<file path="src/inwin_pkg.sv">
// constants, register map and field layout of the inbound window decoder
// assumes a simple single-cycle register port and a 10 MHz sys_clk
// How it works
// - lower origin bits are compared with address bits 31 to 15
// - for 64-bit addresses the upper origin supplies bits 63 to 32
// - windows always read back as prefetchable, fixed
// - windows always read back as 64-bit type, placeable anywhere
// - windows are memory only; I/O transactions are never claimed
// - window A size comes from sizing bits 15 to 11
// - every window is split into exactly 32 equal pages
// - window B size comes from sizing bits 7 to 3
// - in pass-through, lookup entry only picks the destination port
// - per-window bit picks pass-through or translated address
// - after reset both windows translate addresses
// - window A enable bit enables both window A origin registers
// - window A origin writes ignored until window A enable is set
// - window B origins gated the same way by window B enable
// - translation replaces the bits above the page offset
// - each page entry holds a fabric destination port number
package inwin_pkg;
    // register byte offsets
    localparam logic [11:0] ORIGIN_A_OFF = 12'h018;
    localparam logic [11:0] ORIGIN_A_HI_OFF = 12'h01C;
    localparam logic [11:0] ORIGIN_B_OFF = 12'h020;
    localparam logic [11:0] ORIGIN_B_HI_OFF = 12'h024;
    localparam logic [11:0] SIZING_OFF = 12'h04C;
    localparam logic [11:0] LUT_BASE = 12'h500;
    localparam logic [11:0] LUT_LAST = 12'h6FC;
    // origin register layout
    localparam int ORIGIN_LSB = 15;
    localparam int ORIGIN_W = 17;
    localparam logic [3:0] ORIGIN_ATTR = 4'hC; // prefetch=1, type=2'b10, io=0
    // sizing register layout
    localparam int SIZE_A_LSB = 11;
    localparam int SIZE_B_LSB = 3;
    localparam int SIZE_W = 5;
    localparam int A_EN_BIT = 16;
    localparam int A_PASS_BIT = 17;
    localparam int B_EN_BIT = 18;
    localparam int B_PASS_BIT = 19;
    // decode geometry
    localparam logic [6:0] MATCH_BASE = 7'd15;
    localparam logic [6:0] PAGE_BASE = 7'd10;
    localparam int PAGE_W = 5;
    localparam int LUT_AW = 6;
    localparam int TA_LSB = 10;
    localparam int DEST_W = 4;
    localparam logic [31:0] ZERO32 = 32'h0000_0000;
endpackage

</file>
<file path="src/inwin_decode.sv">
// inbound address window decode with page lookup and translation
// assumes register and transaction ports synchronous to sys_clk
`timescale 1ns/10ps
module inwin_decode (
    input wire logic sys_clk,
    input wire logic rst_n,
    input wire logic reg_wr_en,
    input wire logic reg_rd_en,
    input wire logic [11:0] reg_addr,
    input wire logic [31:0] reg_wdata,
    output logic [31:0] reg_rdata,
    output logic reg_rvalid,
    input wire logic txn_valid,
    input wire logic [63:0] txn_addr,
    input wire logic txn_dac,
    input wire logic txn_is_io,
    output logic txn_claim,
    output logic txn_window,
    output logic fwd_valid,
    output logic [63:0] fwd_addr,
    output logic [inwin_pkg::DEST_W-1:0] fwd_dest,
    output logic fwd_window,
    output logic [inwin_pkg::PAGE_W-1:0] fwd_page
);
    import inwin_pkg::*;

    logic [ORIGIN_W-1:0] a_origin_q;
    logic [ORIGIN_W-1:0] b_origin_q;
    logic [31:0] a_origin_hi_q;
    logic [31:0] b_origin_hi_q;
    logic [SIZE_W-1:0] a_size_q;
    logic [SIZE_W-1:0] b_size_q;
    logic a_en_q;
    logic b_en_q;
    logic a_pass_q;
    logic b_pass_q;
    logic [63:0] addr_eff;
    logic a_hit;
    logic b_hit;
    logic [PAGE_W-1:0] a_page;
    logic [PAGE_W-1:0] b_page;
    logic [PAGE_W-1:0] sel_page;
    logic [SIZE_W-1:0] sel_size;
    logic sel_pass;
    logic lut_wr;
    logic lut_wr_hi;
    logic [LUT_AW-1:0] lut_wr_idx;
    logic [LUT_AW-1:0] lut_rd_idx;
    logic [11:0] lut_off;
    logic [31:0] lut_lo;
    logic [31:0] lut_hi;
    logic s1_valid_q;
    logic [63:0] s1_addr_q;
    logic s1_win_q;
    logic s1_pass_q;
    logic [63:0] s1_offmask_q;
    logic [PAGE_W-1:0] s1_page_q;
    logic [63:0] xlat_addr;

    // bits of the address compared against the origin for a size code
    function automatic logic [63:0] match_mask(input logic [SIZE_W-1:0] sz);
        match_mask = ~64'h0000_0000_0000_0000 << (MATCH_BASE + {2'b00, sz});
    endfunction

    // page index sits five bits below the compared field
    function automatic logic [PAGE_W-1:0] page_of(input logic [63:0] a,
                                                  input logic [SIZE_W-1:0] sz);
        logic [63:0] sh;
        sh = a >> (PAGE_BASE + {2'b00, sz});
        page_of = sh[PAGE_W-1:0];
    endfunction

    // a 32-bit cycle carries zero above bit 31, so the upper origin must be zero
    assign addr_eff = txn_dac ? txn_addr : {ZERO32, txn_addr[31:0]};

    // hit check per window: enabled, memory space, origin match above size
    always_comb begin
        logic [63:0] a_org;
        logic [63:0] b_org;
        a_org = {a_origin_hi_q, a_origin_q, 15'h0000};
        b_org = {b_origin_hi_q, b_origin_q, 15'h0000};
        a_hit = txn_valid && !txn_is_io && a_en_q &&
                ((addr_eff & match_mask(a_size_q)) == (a_org & match_mask(a_size_q)));
        b_hit = txn_valid && !txn_is_io && b_en_q &&
                ((addr_eff & match_mask(b_size_q)) == (b_org & match_mask(b_size_q)));
    end

    assign a_page = page_of(addr_eff, a_size_q);
    assign b_page = page_of(addr_eff, b_size_q);

    // window A wins if software lets the two windows overlap
    assign txn_claim = a_hit || b_hit;
    assign txn_window = !a_hit;
    assign sel_page = a_hit ? a_page : b_page;
    assign sel_size = a_hit ? a_size_q : b_size_q;
    assign sel_pass = a_hit ? a_pass_q : b_pass_q;
    assign lut_rd_idx = {txn_window, sel_page};

    // lookup writes: lower and upper entries interleave per page
    assign lut_wr = reg_wr_en && (reg_addr >= LUT_BASE) && (reg_addr <= LUT_LAST);
    // index from the offset inside the lookup block: the raw address has
    // bit 8 set for window A, which would land its pages in window B's half
    assign lut_off = reg_addr - LUT_BASE;
    assign lut_wr_hi = reg_addr[2];
    assign lut_wr_idx = lut_off[8:3];

    lut_mem #(.W(32), .AW(LUT_AW)) u_lut_lo (
        .sys_clk(sys_clk),
        .rst_n(rst_n),
        .wr_en(lut_wr && !lut_wr_hi),
        .wr_addr(lut_wr_idx),
        .wr_data(reg_wdata),
        .rd_addr(lut_rd_idx),
        .rd_data(lut_lo)
    );

    lut_mem #(.W(32), .AW(LUT_AW)) u_lut_hi (
        .sys_clk(sys_clk),
        .rst_n(rst_n),
        .wr_en(lut_wr && lut_wr_hi),
        .wr_addr(lut_wr_idx),
        .wr_data(reg_wdata),
        .rd_addr(lut_rd_idx),
        .rd_data(lut_hi)
    );

    // sizing register: sizes, enables and translate controls
    always_ff @(posedge sys_clk or negedge rst_n) begin
        if (!rst_n) begin
            a_size_q <= '0;
            b_size_q <= '0;
            a_en_q <= 1'b0;
            b_en_q <= 1'b0;
            a_pass_q <= 1'b0;
            b_pass_q <= 1'b0;
        end else if (reg_wr_en && reg_addr == SIZING_OFF) begin
            a_size_q <= reg_wdata[SIZE_A_LSB +: SIZE_W];
            b_size_q <= reg_wdata[SIZE_B_LSB +: SIZE_W];
            a_en_q <= reg_wdata[A_EN_BIT];
            b_en_q <= reg_wdata[B_EN_BIT];
            a_pass_q <= reg_wdata[A_PASS_BIT];
            b_pass_q <= reg_wdata[B_PASS_BIT];
        end
    end

    // window A origins only accept writes once the window is enabled
    always_ff @(posedge sys_clk or negedge rst_n) begin
        if (!rst_n) begin
            a_origin_q <= '0;
            a_origin_hi_q <= '0;
        end else if (reg_wr_en && a_en_q) begin
            if (reg_addr == ORIGIN_A_OFF) begin
                a_origin_q <= reg_wdata[31:ORIGIN_LSB];
            end
            if (reg_addr == ORIGIN_A_HI_OFF) begin
                a_origin_hi_q <= reg_wdata;
            end
        end
    end

    // window B origins gated by their own enable
    always_ff @(posedge sys_clk or negedge rst_n) begin
        if (!rst_n) begin
            b_origin_q <= '0;
            b_origin_hi_q <= '0;
        end else if (reg_wr_en && b_en_q) begin
            if (reg_addr == ORIGIN_B_OFF) begin
                b_origin_q <= reg_wdata[31:ORIGIN_LSB];
            end
            if (reg_addr == ORIGIN_B_HI_OFF) begin
                b_origin_hi_q <= reg_wdata;
            end
        end
    end

    // register reads answer one cycle later; lookup entries read as zero
    always_ff @(posedge sys_clk or negedge rst_n) begin
        if (!rst_n) begin
            reg_rdata <= '0;
            reg_rvalid <= 1'b0;
        end else begin
            reg_rvalid <= reg_rd_en;
            reg_rdata <= '0;
            if (reg_rd_en) begin
                case (reg_addr)
                    ORIGIN_A_OFF: reg_rdata <= {a_origin_q, 11'h000, ORIGIN_ATTR};
                    ORIGIN_B_OFF: reg_rdata <= {b_origin_q, 11'h000, ORIGIN_ATTR};
                    ORIGIN_A_HI_OFF: reg_rdata <= a_origin_hi_q;
                    ORIGIN_B_HI_OFF: reg_rdata <= b_origin_hi_q;
                    SIZING_OFF: begin
                        reg_rdata[SIZE_A_LSB +: SIZE_W] <= a_size_q;
                        reg_rdata[SIZE_B_LSB +: SIZE_W] <= b_size_q;
                        reg_rdata[A_EN_BIT] <= a_en_q;
                        reg_rdata[A_PASS_BIT] <= a_pass_q;
                        reg_rdata[B_EN_BIT] <= b_en_q;
                        reg_rdata[B_PASS_BIT] <= b_pass_q;
                    end
                    default: reg_rdata <= '0;
                endcase
            end
        end
    end

    // stage one holds the claimed transaction while the lookup is read
    always_ff @(posedge sys_clk or negedge rst_n) begin
        if (!rst_n) begin
            s1_valid_q <= 1'b0;
            s1_addr_q <= '0;
            s1_win_q <= 1'b0;
            s1_pass_q <= 1'b0;
            s1_offmask_q <= '0;
            s1_page_q <= '0;
        end else begin
            s1_valid_q <= txn_claim;
            s1_addr_q <= addr_eff;
            s1_win_q <= txn_window;
            s1_pass_q <= sel_pass;
            s1_offmask_q <= ~(~64'h0000_0000_0000_0000 << (PAGE_BASE + {2'b00, sel_size}));
            s1_page_q <= sel_page;
        end
    end

    // page translation address replaces everything above the page offset
    assign xlat_addr = ({lut_hi, lut_lo[31:TA_LSB], 10'h000} & ~s1_offmask_q) |
                       (s1_addr_q & s1_offmask_q);

    // stage two: forwarded address, destination and window
    always_ff @(posedge sys_clk or negedge rst_n) begin
        if (!rst_n) begin
            fwd_valid <= 1'b0;
            fwd_addr <= '0;
            fwd_dest <= '0;
            fwd_window <= 1'b0;
            fwd_page <= '0;
        end else begin
            fwd_valid <= s1_valid_q;
            fwd_addr <= s1_pass_q ? s1_addr_q : xlat_addr;
            fwd_dest <= lut_lo[DEST_W-1:0];
            fwd_window <= s1_win_q;
            fwd_page <= s1_page_q;
        end
    end

    // checks
    a_io_never_claimed: assert property (@(posedge sys_clk) disable iff (!rst_n)
        txn_valid && txn_is_io |-> !txn_claim)
        else $error("io transaction was claimed");

    a_claim_needs_enable: assert property (@(posedge sys_clk) disable iff (!rst_n)
        txn_claim |-> (a_en_q && !txn_window) || (b_en_q && txn_window))
        else $error("claim by a disabled window");

    a_fwd_after_claim: assert property (@(posedge sys_clk) disable iff (!rst_n)
        txn_claim |-> ##2 fwd_valid && fwd_window == $past(txn_window, 2))
        else $error("forward did not follow claim by two cycles");

    a_passthrough_addr: assert property (@(posedge sys_clk) disable iff (!rst_n)
        txn_claim && sel_pass |-> ##2 fwd_addr == $past(addr_eff, 2))
        else $error("pass-through address altered");

    a_offset_kept: assert property (@(posedge sys_clk) disable iff (!rst_n)
        txn_claim && !sel_pass && sel_size == 5'h03 |->
        ##2 fwd_addr[12:0] == $past(addr_eff[12:0], 2))
        else $error("page offset not kept under translation");

    a_page_index: assert property (@(posedge sys_clk) disable iff (!rst_n)
        txn_claim && sel_size == 5'h00 |-> ##2 fwd_page == $past(addr_eff[14:10], 2))
        else $error("wrong page for smallest window");

    a_origin_a_locked: assert property (@(posedge sys_clk) disable iff (!rst_n)
        reg_wr_en && !a_en_q && reg_addr == ORIGIN_A_OFF |=> $stable(a_origin_q))
        else $error("window A origin written while disabled");

    a_origin_b_locked: assert property (@(posedge sys_clk) disable iff (!rst_n)
        reg_wr_en && !b_en_q && reg_addr == ORIGIN_B_HI_OFF |=> $stable(b_origin_hi_q))
        else $error("window B upper origin written while disabled");

    a_translate_reset: assert property (@(posedge sys_clk) disable iff (!rst_n)
        !$past(rst_n) |-> !a_pass_q && !b_pass_q)
        else $error("translation not enabled after reset");

    a_attr_readback: assert property (@(posedge sys_clk) disable iff (!rst_n)
        reg_rd_en && reg_addr == ORIGIN_B_OFF |=> reg_rvalid && reg_rdata[3:0] == 4'hC)
        else $error("origin attributes not prefetchable 64-bit memory");

    a_size_a_field: assert property (@(posedge sys_clk) disable iff (!rst_n)
        reg_wr_en && reg_addr == SIZING_OFF |=> a_size_q == $past(reg_wdata[15:11]))
        else $error("window A size not from bits 15 to 11");
endmodule

</file>
<file path="src/lut_mem.sv">
// small register-file memory for the page lookup entries
// one write port, one read port with registered data
`timescale 1ns/10ps
module lut_mem #(
    parameter int W = 32,
    parameter int AW = 6
) (
    input wire logic sys_clk,
    input wire logic rst_n,
    input wire logic wr_en,
    input wire logic [AW-1:0] wr_addr,
    input wire logic [W-1:0] wr_data,
    input wire logic [AW-1:0] rd_addr,
    output logic [W-1:0] rd_data
);
    logic [W-1:0] mem [2**AW];

    // storage has no reset; software must program pages before use
    always_ff @(posedge sys_clk) begin
        if (wr_en) begin
            mem[wr_addr] <= wr_data;
        end
    end

    // read data registered, one cycle after the address
    always_ff @(posedge sys_clk or negedge rst_n) begin
        if (!rst_n) begin
            rd_data <= '0;
        end else begin
            rd_data <= mem[rd_addr];
        end
    end
endmodule

</file>
<file path="config.mk">
export PLATFORM = sky130hd
export DESIGN_NAME = inwin_decode
export DESIGN_NICKNAME = d
export VERILOG_FILES = /design/src/inwin_pkg.sv /design/src/inwin_decode.sv /design/src/lut_mem.sv
export SDC_FILE = /design/constraint.sdc
export NUM_CORES = 2
export LEC_CHECK = 0
export BUFFER_PORTS_ARGS = -buffer_cell sky130_fd_sc_hd__buf_2
export CAP_MARGIN = 25
export CORE_UTILIZATION = 58
export DETAILED_ROUTE_END_ITERATION = 16
export PLACE_DENSITY = 0.74
export RECOVER_POWER = 25
export SYNTH_ARGS = -nofsm -noshare
export SYNTH_HDL_FRONTEND = slang
export SYNTH_HIERARCHICAL = 1
export SYNTH_SLANG_ARGS = --single-unit
</file>
<file path="constraint.sdc">
create_clock -name sys_clk -period 8.4 [get_ports sys_clk]
set_input_delay 0.84 -clock sys_clk [delete_from_list [all_inputs] [get_ports sys_clk]]
set_output_delay 0.84 -clock sys_clk [all_outputs]
set_load 0.005 [all_outputs]
</file>
**After elaboration in Yosys (flattened, before gate mapping)**

Memory sizes are Yosys's and may differ from the RTL's. A register that Yosys moved wholly into a read port is not among the register bits.
Cells that the tools add are included.

- $add $sub $neg: 6
- Magnitude comparators: 2
- Equality and inequality tests: 7
- Shifts and indexed selects: 5
- Mux-type cells: 15
- Bitwise logic cells: 9
- Reduce and logical (&&, ||, !) cells: 23

Operators by type and width:

| operator | number |
|---|---|
| $and 64x64->64 | 6 |
| $shl 64x6->64 const A | 3 |
| $eq 64x64->1 | 2 |
| $mux 64 | 2 |
| $not 64->64 | 2 |
| $shr 64x6->5 | 2 |
| $or 64x64->64 | 1 |
| $pmux 12 s4 | 1 |
| $pmux 9 s5 | 1 |
| $mux 32 | 1 |
| $add 4x5->6 const A | 5 |
| $eq 12x5->1 const B | 2 |
| $eq 12x6->1 const B | 2 |
| $pmux 5 s4 | 1 |
| $eq 12x7->1 const B | 1 |
| $ge 12x11->1 const B | 1 |
| $le 12x11->1 const B | 1 |
| $logic_and 1x1->1 | 12 |
| $mux 5 | 2 |
| $pmux 3 s3 | 1 |
| $sub 9x9->9 const B | 1 |
| $reduce_and 2->1 | 4 |
| $pmux 3 s2 | 1 |
| $logic_not 1->1 | 5 |
| other kinds (3) | 7 |

- Register bits: 356
- RAM bits: 4096
- Bits of input ports: 115
- Logic and storage cells: 92
- Memories kept: 2

Memory list:

| memory | depth | width | rd ports | clocked after Yosys merged registers in | wr ports | line | source |
|---|---|---|---|---|---|---|---|
| u_lut_hi.mem | 64 | 32 | 1 | 1 | 1 | lut_mem.sv:16 | `logic [W-1:0] mem [2**AW];` |
| u_lut_lo.mem | 64 | 32 | 1 | 1 | 1 | lut_mem.sv:16 |  |

**Depth between registers and ports, before layout**

- Depth in word-level cells: 9
- Mapped depth: 30

**Cells and area by module**

The synthesis kept the hierarchy.

Modules (own cells, without submodules):

| module | times used | cells an instance | area each (um^2) | sequential area each (um^2) |
|---|---|---|---|---|
| lut_mem | 2 | 3325 | 78669.2 | 62299.8 |
| inwin_decode | 1 | 1526 | 17027.6 | 8883.5 |

**Worst setup path before layout**

OpenSTA, ideal clock, no wires.

- Kind: flip-flop to flip-flop
- Start: reg a_size_q[1]
- End: reg u_lut_hi.rd_data[17], read port of u_lut_hi.mem
- Setup time: 0.086 ns
- Arrival time: 6.163 ns
- Setup slack: 2.151 ns
- Cell stages (with the launch flop): 26
- Period minus slack after synthesis: 6.249 ns
- Cell sequence: dfrtp_1 -> clkbuf_1 -> inv_1 -> ha_1 -> inv_1 -> ha_1 -> buf_2 -> and2_1 -> o221a_2 -> o21ai_0 -> nor4_1 -> nand4_1 -> a2111o_1 -> o21ai_1 -> nand2_1 -> buf_4 -> mux2i_1 -> a22oi_1 -> a21oi_1 -> a211oi_1 -> buf_2 -> buf_2 -> clkbuf_1 -> clkbuf_1 -> a311oi_1 -> nor3_1

- Word-level cells in the longest chain between the ends: 6
- Elaborated cells between the ends (all ways): 10
- Classes of those cells: add/sub: 2; eq/ne: 1; shift: 2; mux: 1; bitwise: 2; reduce/logical: 2

RTL lines:

| what | line | source |
|---|---|---|
| start: declaration | inwin_decode.sv:31 | `logic [SIZE_W-1:0] a_size_q;` |
| start signal: assignment | inwin_decode.sv:137 | `a_size_q <= reg_wdata[SIZE_A_LSB +: SIZE_W];` |
| $add 4x5->6 | inwin_decode.sv:62 | `match_mask = ~64'h0000_0000_0000_0000 << (MATCH_BASE + {2'b00, sz});` |
| $shl 64x6->64 | inwin_decode.sv:62 |  |
| $and 64x64->64 | inwin_decode.sv:83 | `((addr_eff & match_mask(a_size_q)) == (a_org & match_mask(a_size_q)));` |
| $eq 64x64->1 | inwin_decode.sv:83 |  |
| $logic_and 1x1->1 | inwin_decode.sv:82 | `a_hit = txn_valid && !txn_is_io && a_en_q &&` |
| $mux 5 * | inwin_decode.sv:94 | `assign sel_page = a_hit ? a_page : b_page;` |
| net sel_page[3] | inwin_decode.sv:42 | `logic [PAGE_W-1:0] sel_page;` |
| end: declaration | lut_mem.sv:14 | `output logic [W-1:0] rd_data` |

Mark *: on every way through the listed nets, which the timed path passes. The rest lies on a longest branch.
A chain may end at the register's enable or synchronous reset.

**Worst setup path in the final report**

- Start: reg a_size_q[1]
- End: reg u_lut_lo.rd_data[27], read port of u_lut_lo.mem

- Word-level cells in the longest chain between the ends: 6
- Elaborated cells between the ends (all ways): 10
- Classes of those cells: add/sub: 2; eq/ne: 1; shift: 2; mux: 1; bitwise: 2; reduce/logical: 2

RTL lines:

| what | line |
|---|---|
| $add 4x5->6 | inwin_decode.sv:62 |
| $shl 64x6->64 | inwin_decode.sv:62 |
| $and 64x64->64 | inwin_decode.sv:83 |
| $eq 64x64->1 | inwin_decode.sv:83 |
| $logic_and 1x1->1 | inwin_decode.sv:82 |
| $mux 5 * | inwin_decode.sv:94 |
| net sel_page[1] | inwin_decode.sv:42 |
| end: declaration | lut_mem.sv:14 |

Marked as above.

==> flow_summary.yaml <==
sta:
  tightestPinTransition_ns: 5.42
  worst_slack_ns: 0.0672
  timing.hold.ws_ns: 0.183
  setup-violations-final: 0
  skew_ns: 0.0468
  timing.slew.headroom: -2.61
  setup_tns_ns: 0
  drv_slew: 2194
  post-route-period-util: 0.992
  hold_violations: 0
  period_needed_ns: 8.33
  fmax_mhz: 120
  grt_setup_unrepaired: "false"
setup_path:
  worst_setup_path_start_kind: "flip-flop"
  crit_type: "flip-flop to flip-flop"
  cp.arrival_ns: 9.07
  critPathMaxFanout: 51
  r2r_slack_ns: 0.07
  r2r_end: "u_lut_lo/rd_data[27]"
  cp.required_ns: 9.14
  cp-end-kind: "flip-flop"
  worstReg2RegStart: "a_size_q[1]"
  r2r_cells: 27
pwr:
  power_uw: 42500
  powerDensity_nw_per_um2: 234
  p_leak_uw: 0.0598
  ir_drop_mv: 0.183
run_status:
  status: "finished, violations left"
  violations: "max-capacitance violations, max-slew violations"
flow_run:
  maxCapViolCount: 37
floorplanning:
  die-area_um2: 278000
  rows: 192
  die_h_um: 527
  io_pins: 225
  die_w_um: 527
  initial_core_util: 0.584
  core_area_um2: 274000
drt:
  wirelength_um: 451000
  drc: 0
  vias: 83900
  avgRoutedWirePerCell_um: 37.1
  dr.pass1.iters: 9
  via_per_inst: 6.89
  antenna_left: 0
  first_iter_violations: 11500
place:
  dpl.cell_count: 11400
  port_buffers: 224
  place_congestion: 0.983
  place_hpwl_um: 268000
  place_ws_ns: -0.0162
logic_synthesis:
  synth.avg_cell_area_um2: 21.1
  ys_warn_count: 6
  synth.cell_area_um2: 160000
  netlist_instances: 7584
finish:
  area_growth_pct: 13.5
  regArea_um2: 122000
  drive_above_1_share: 0.295
  multiInputGateArea_um2: 36600
  final_cell_mix: "3712 x edfxtp_1, 996 x mux4_2, 413 x dfrtp_1"
  nets: 8371
  final_common_cell: "edfxtp_1"
  instances_no_fill: 12200
  fill_cells: 16900
grt:
  grt_pass1_vias: 83500
  grt_usage: 0.326
  grt-busiest-layer: "met2"
  use_met3: 0.0884
  met1_usage: 0.449
  grtUsageMet2: 0.498
  antenna_found_initial: 50
  grt_pass1_wl_um: 631000
  grt_start_max_net_pins: 173
  overflow: 0
clocking:
  root_buffer: "clkbuf_16"
  cts_sinks: 4125
  clkLatencyLatePin_ns: 0.93
  cts_made_buffers: 395
  cts_tree: "done"
  clk_pin_slew_ns: 0.07
  clk_path_buf_depth: 4
  h-tree-depth: 5
min_path:
  hold_end: "s1_addr_q[6]"
  hp-start: "txn_addr[6]"
  hp-class: "input port to flip-flop"
  whs_path_depth: 1
[area by class of cell]
| cell class | instances | area share |
|---|---|---|
| repair buffers | 693 | 0.0301 |
| multi-input cells | 2979 | 0.202 |
| clock inverters | 237 | 0.0126 |
| well taps | 3589 | 0.0247 |
| inverters | 49 | 0.00103 |
| diodes | 20 | 0.000276 |
| clock buffers | 488 | 0.0585 |
| flip-flops and latches | 4125 | 0.671 |
[metrics by stage]
stage / area (µm²) / utilization
finish: 181000 / 0.663
global route: 181000 / 0.663
CTS: 181000 / 0.663
detailed placement: 169000 / 0.616
global placement: 168000 / 0.614
floorplan: 160000 / -
[repair_timing]
item                       CTS  global route
setup endpoints to repair    1            29
setup buffers                0             0
hold endpoints to repair    90             0
gates resized for setup      1             5
hold buffers                 1             0
[worst max-delay path by stage]
stage	cells past startpoint	endpoint	slack, ns	startpoint
2_1_floorplan	25	u_lut_hi/rd_data[17]	2.15	a_size_q[1]
3_3_place_gp	27	u_lut_hi/rd_data[1]	-0.01	a_size_q[0]
3_5_place_dp	27	u_lut_hi/rd_data[1]	-0.02	a_size_q[1]
4_1_cts	27	u_lut_hi/rd_data[15]	0.07	a_size_q[1]
5_1_grt	23	u_lut_hi/rd_data[5]	0.005	a_size_q[1]
6_report	27	u_lut_lo/rd_data[27]	0.07	a_size_q[1]
[worst max-delay path, stage by stage (launching register included)]
cell and delay [ns]:
dfrtp_1 0.52, inv_1 0.18, ha_1 0.34, inv_1 0.14
ha_2 0.54, buf_4 0.21, inv_1 0.05, maj3_1 0.32
o22ai_1 0.13, a21oi_1 0.10, nor3_1 0.59, a21boi_2 0.26
or4_4 0.69, a21oi_4 0.41, inv_4 0.17, nor2_1 0.40
a22oi_1 0.16, a21boi_0 0.47, a211oi_4 0.09, buf_4 0.23
buf_12 0.23, nand2_1 0.45, buf_4 0.30, o22ai_1 0.11
nor2_1 0.22, a21oi_1 0.17, buf_4 0.23, nor2_1 0.41
[layer usage]
metal	vias to the layer above	routed length [µm]
li1	32700	-
met1	44300	162000
met5	-	159
met2	5916	210000
met3	989	57700
met4	24	21500
[where the power goes]
part	total (µW)	switching, µW	internal, µW
registers	22600	109	22500
logic	2120	1360	761
clock network	17800	7540	10300
[state kept, by name, summed over array words and instances (netlist names), 4 cells and up]
| signal | flops |
|---|---|
| b_origin_q | 17 |
| b_origin_hi_q | 32 |
| a_origin_q | 17 |
| u_lut_hi/rd_data | 32 |
| s1_offmask_q | 63 |
| s1_page_q | 5 |
| a_origin_hi_q | 32 |
| u_lut_lo/rd_data | 26 |
| fwd_dest | 4 |
| reg_rdata | 32 |
| u_lut_hi/mem | 2048 |
| u_lut_lo/mem | 1664 |
| s1_addr_q | 64 |
| fwd_addr | 64 |
| b_size_q | 5 |
| fwd_page | 5 |
| a_size_q | 5 |
Power figures use the tool's default switching activity.
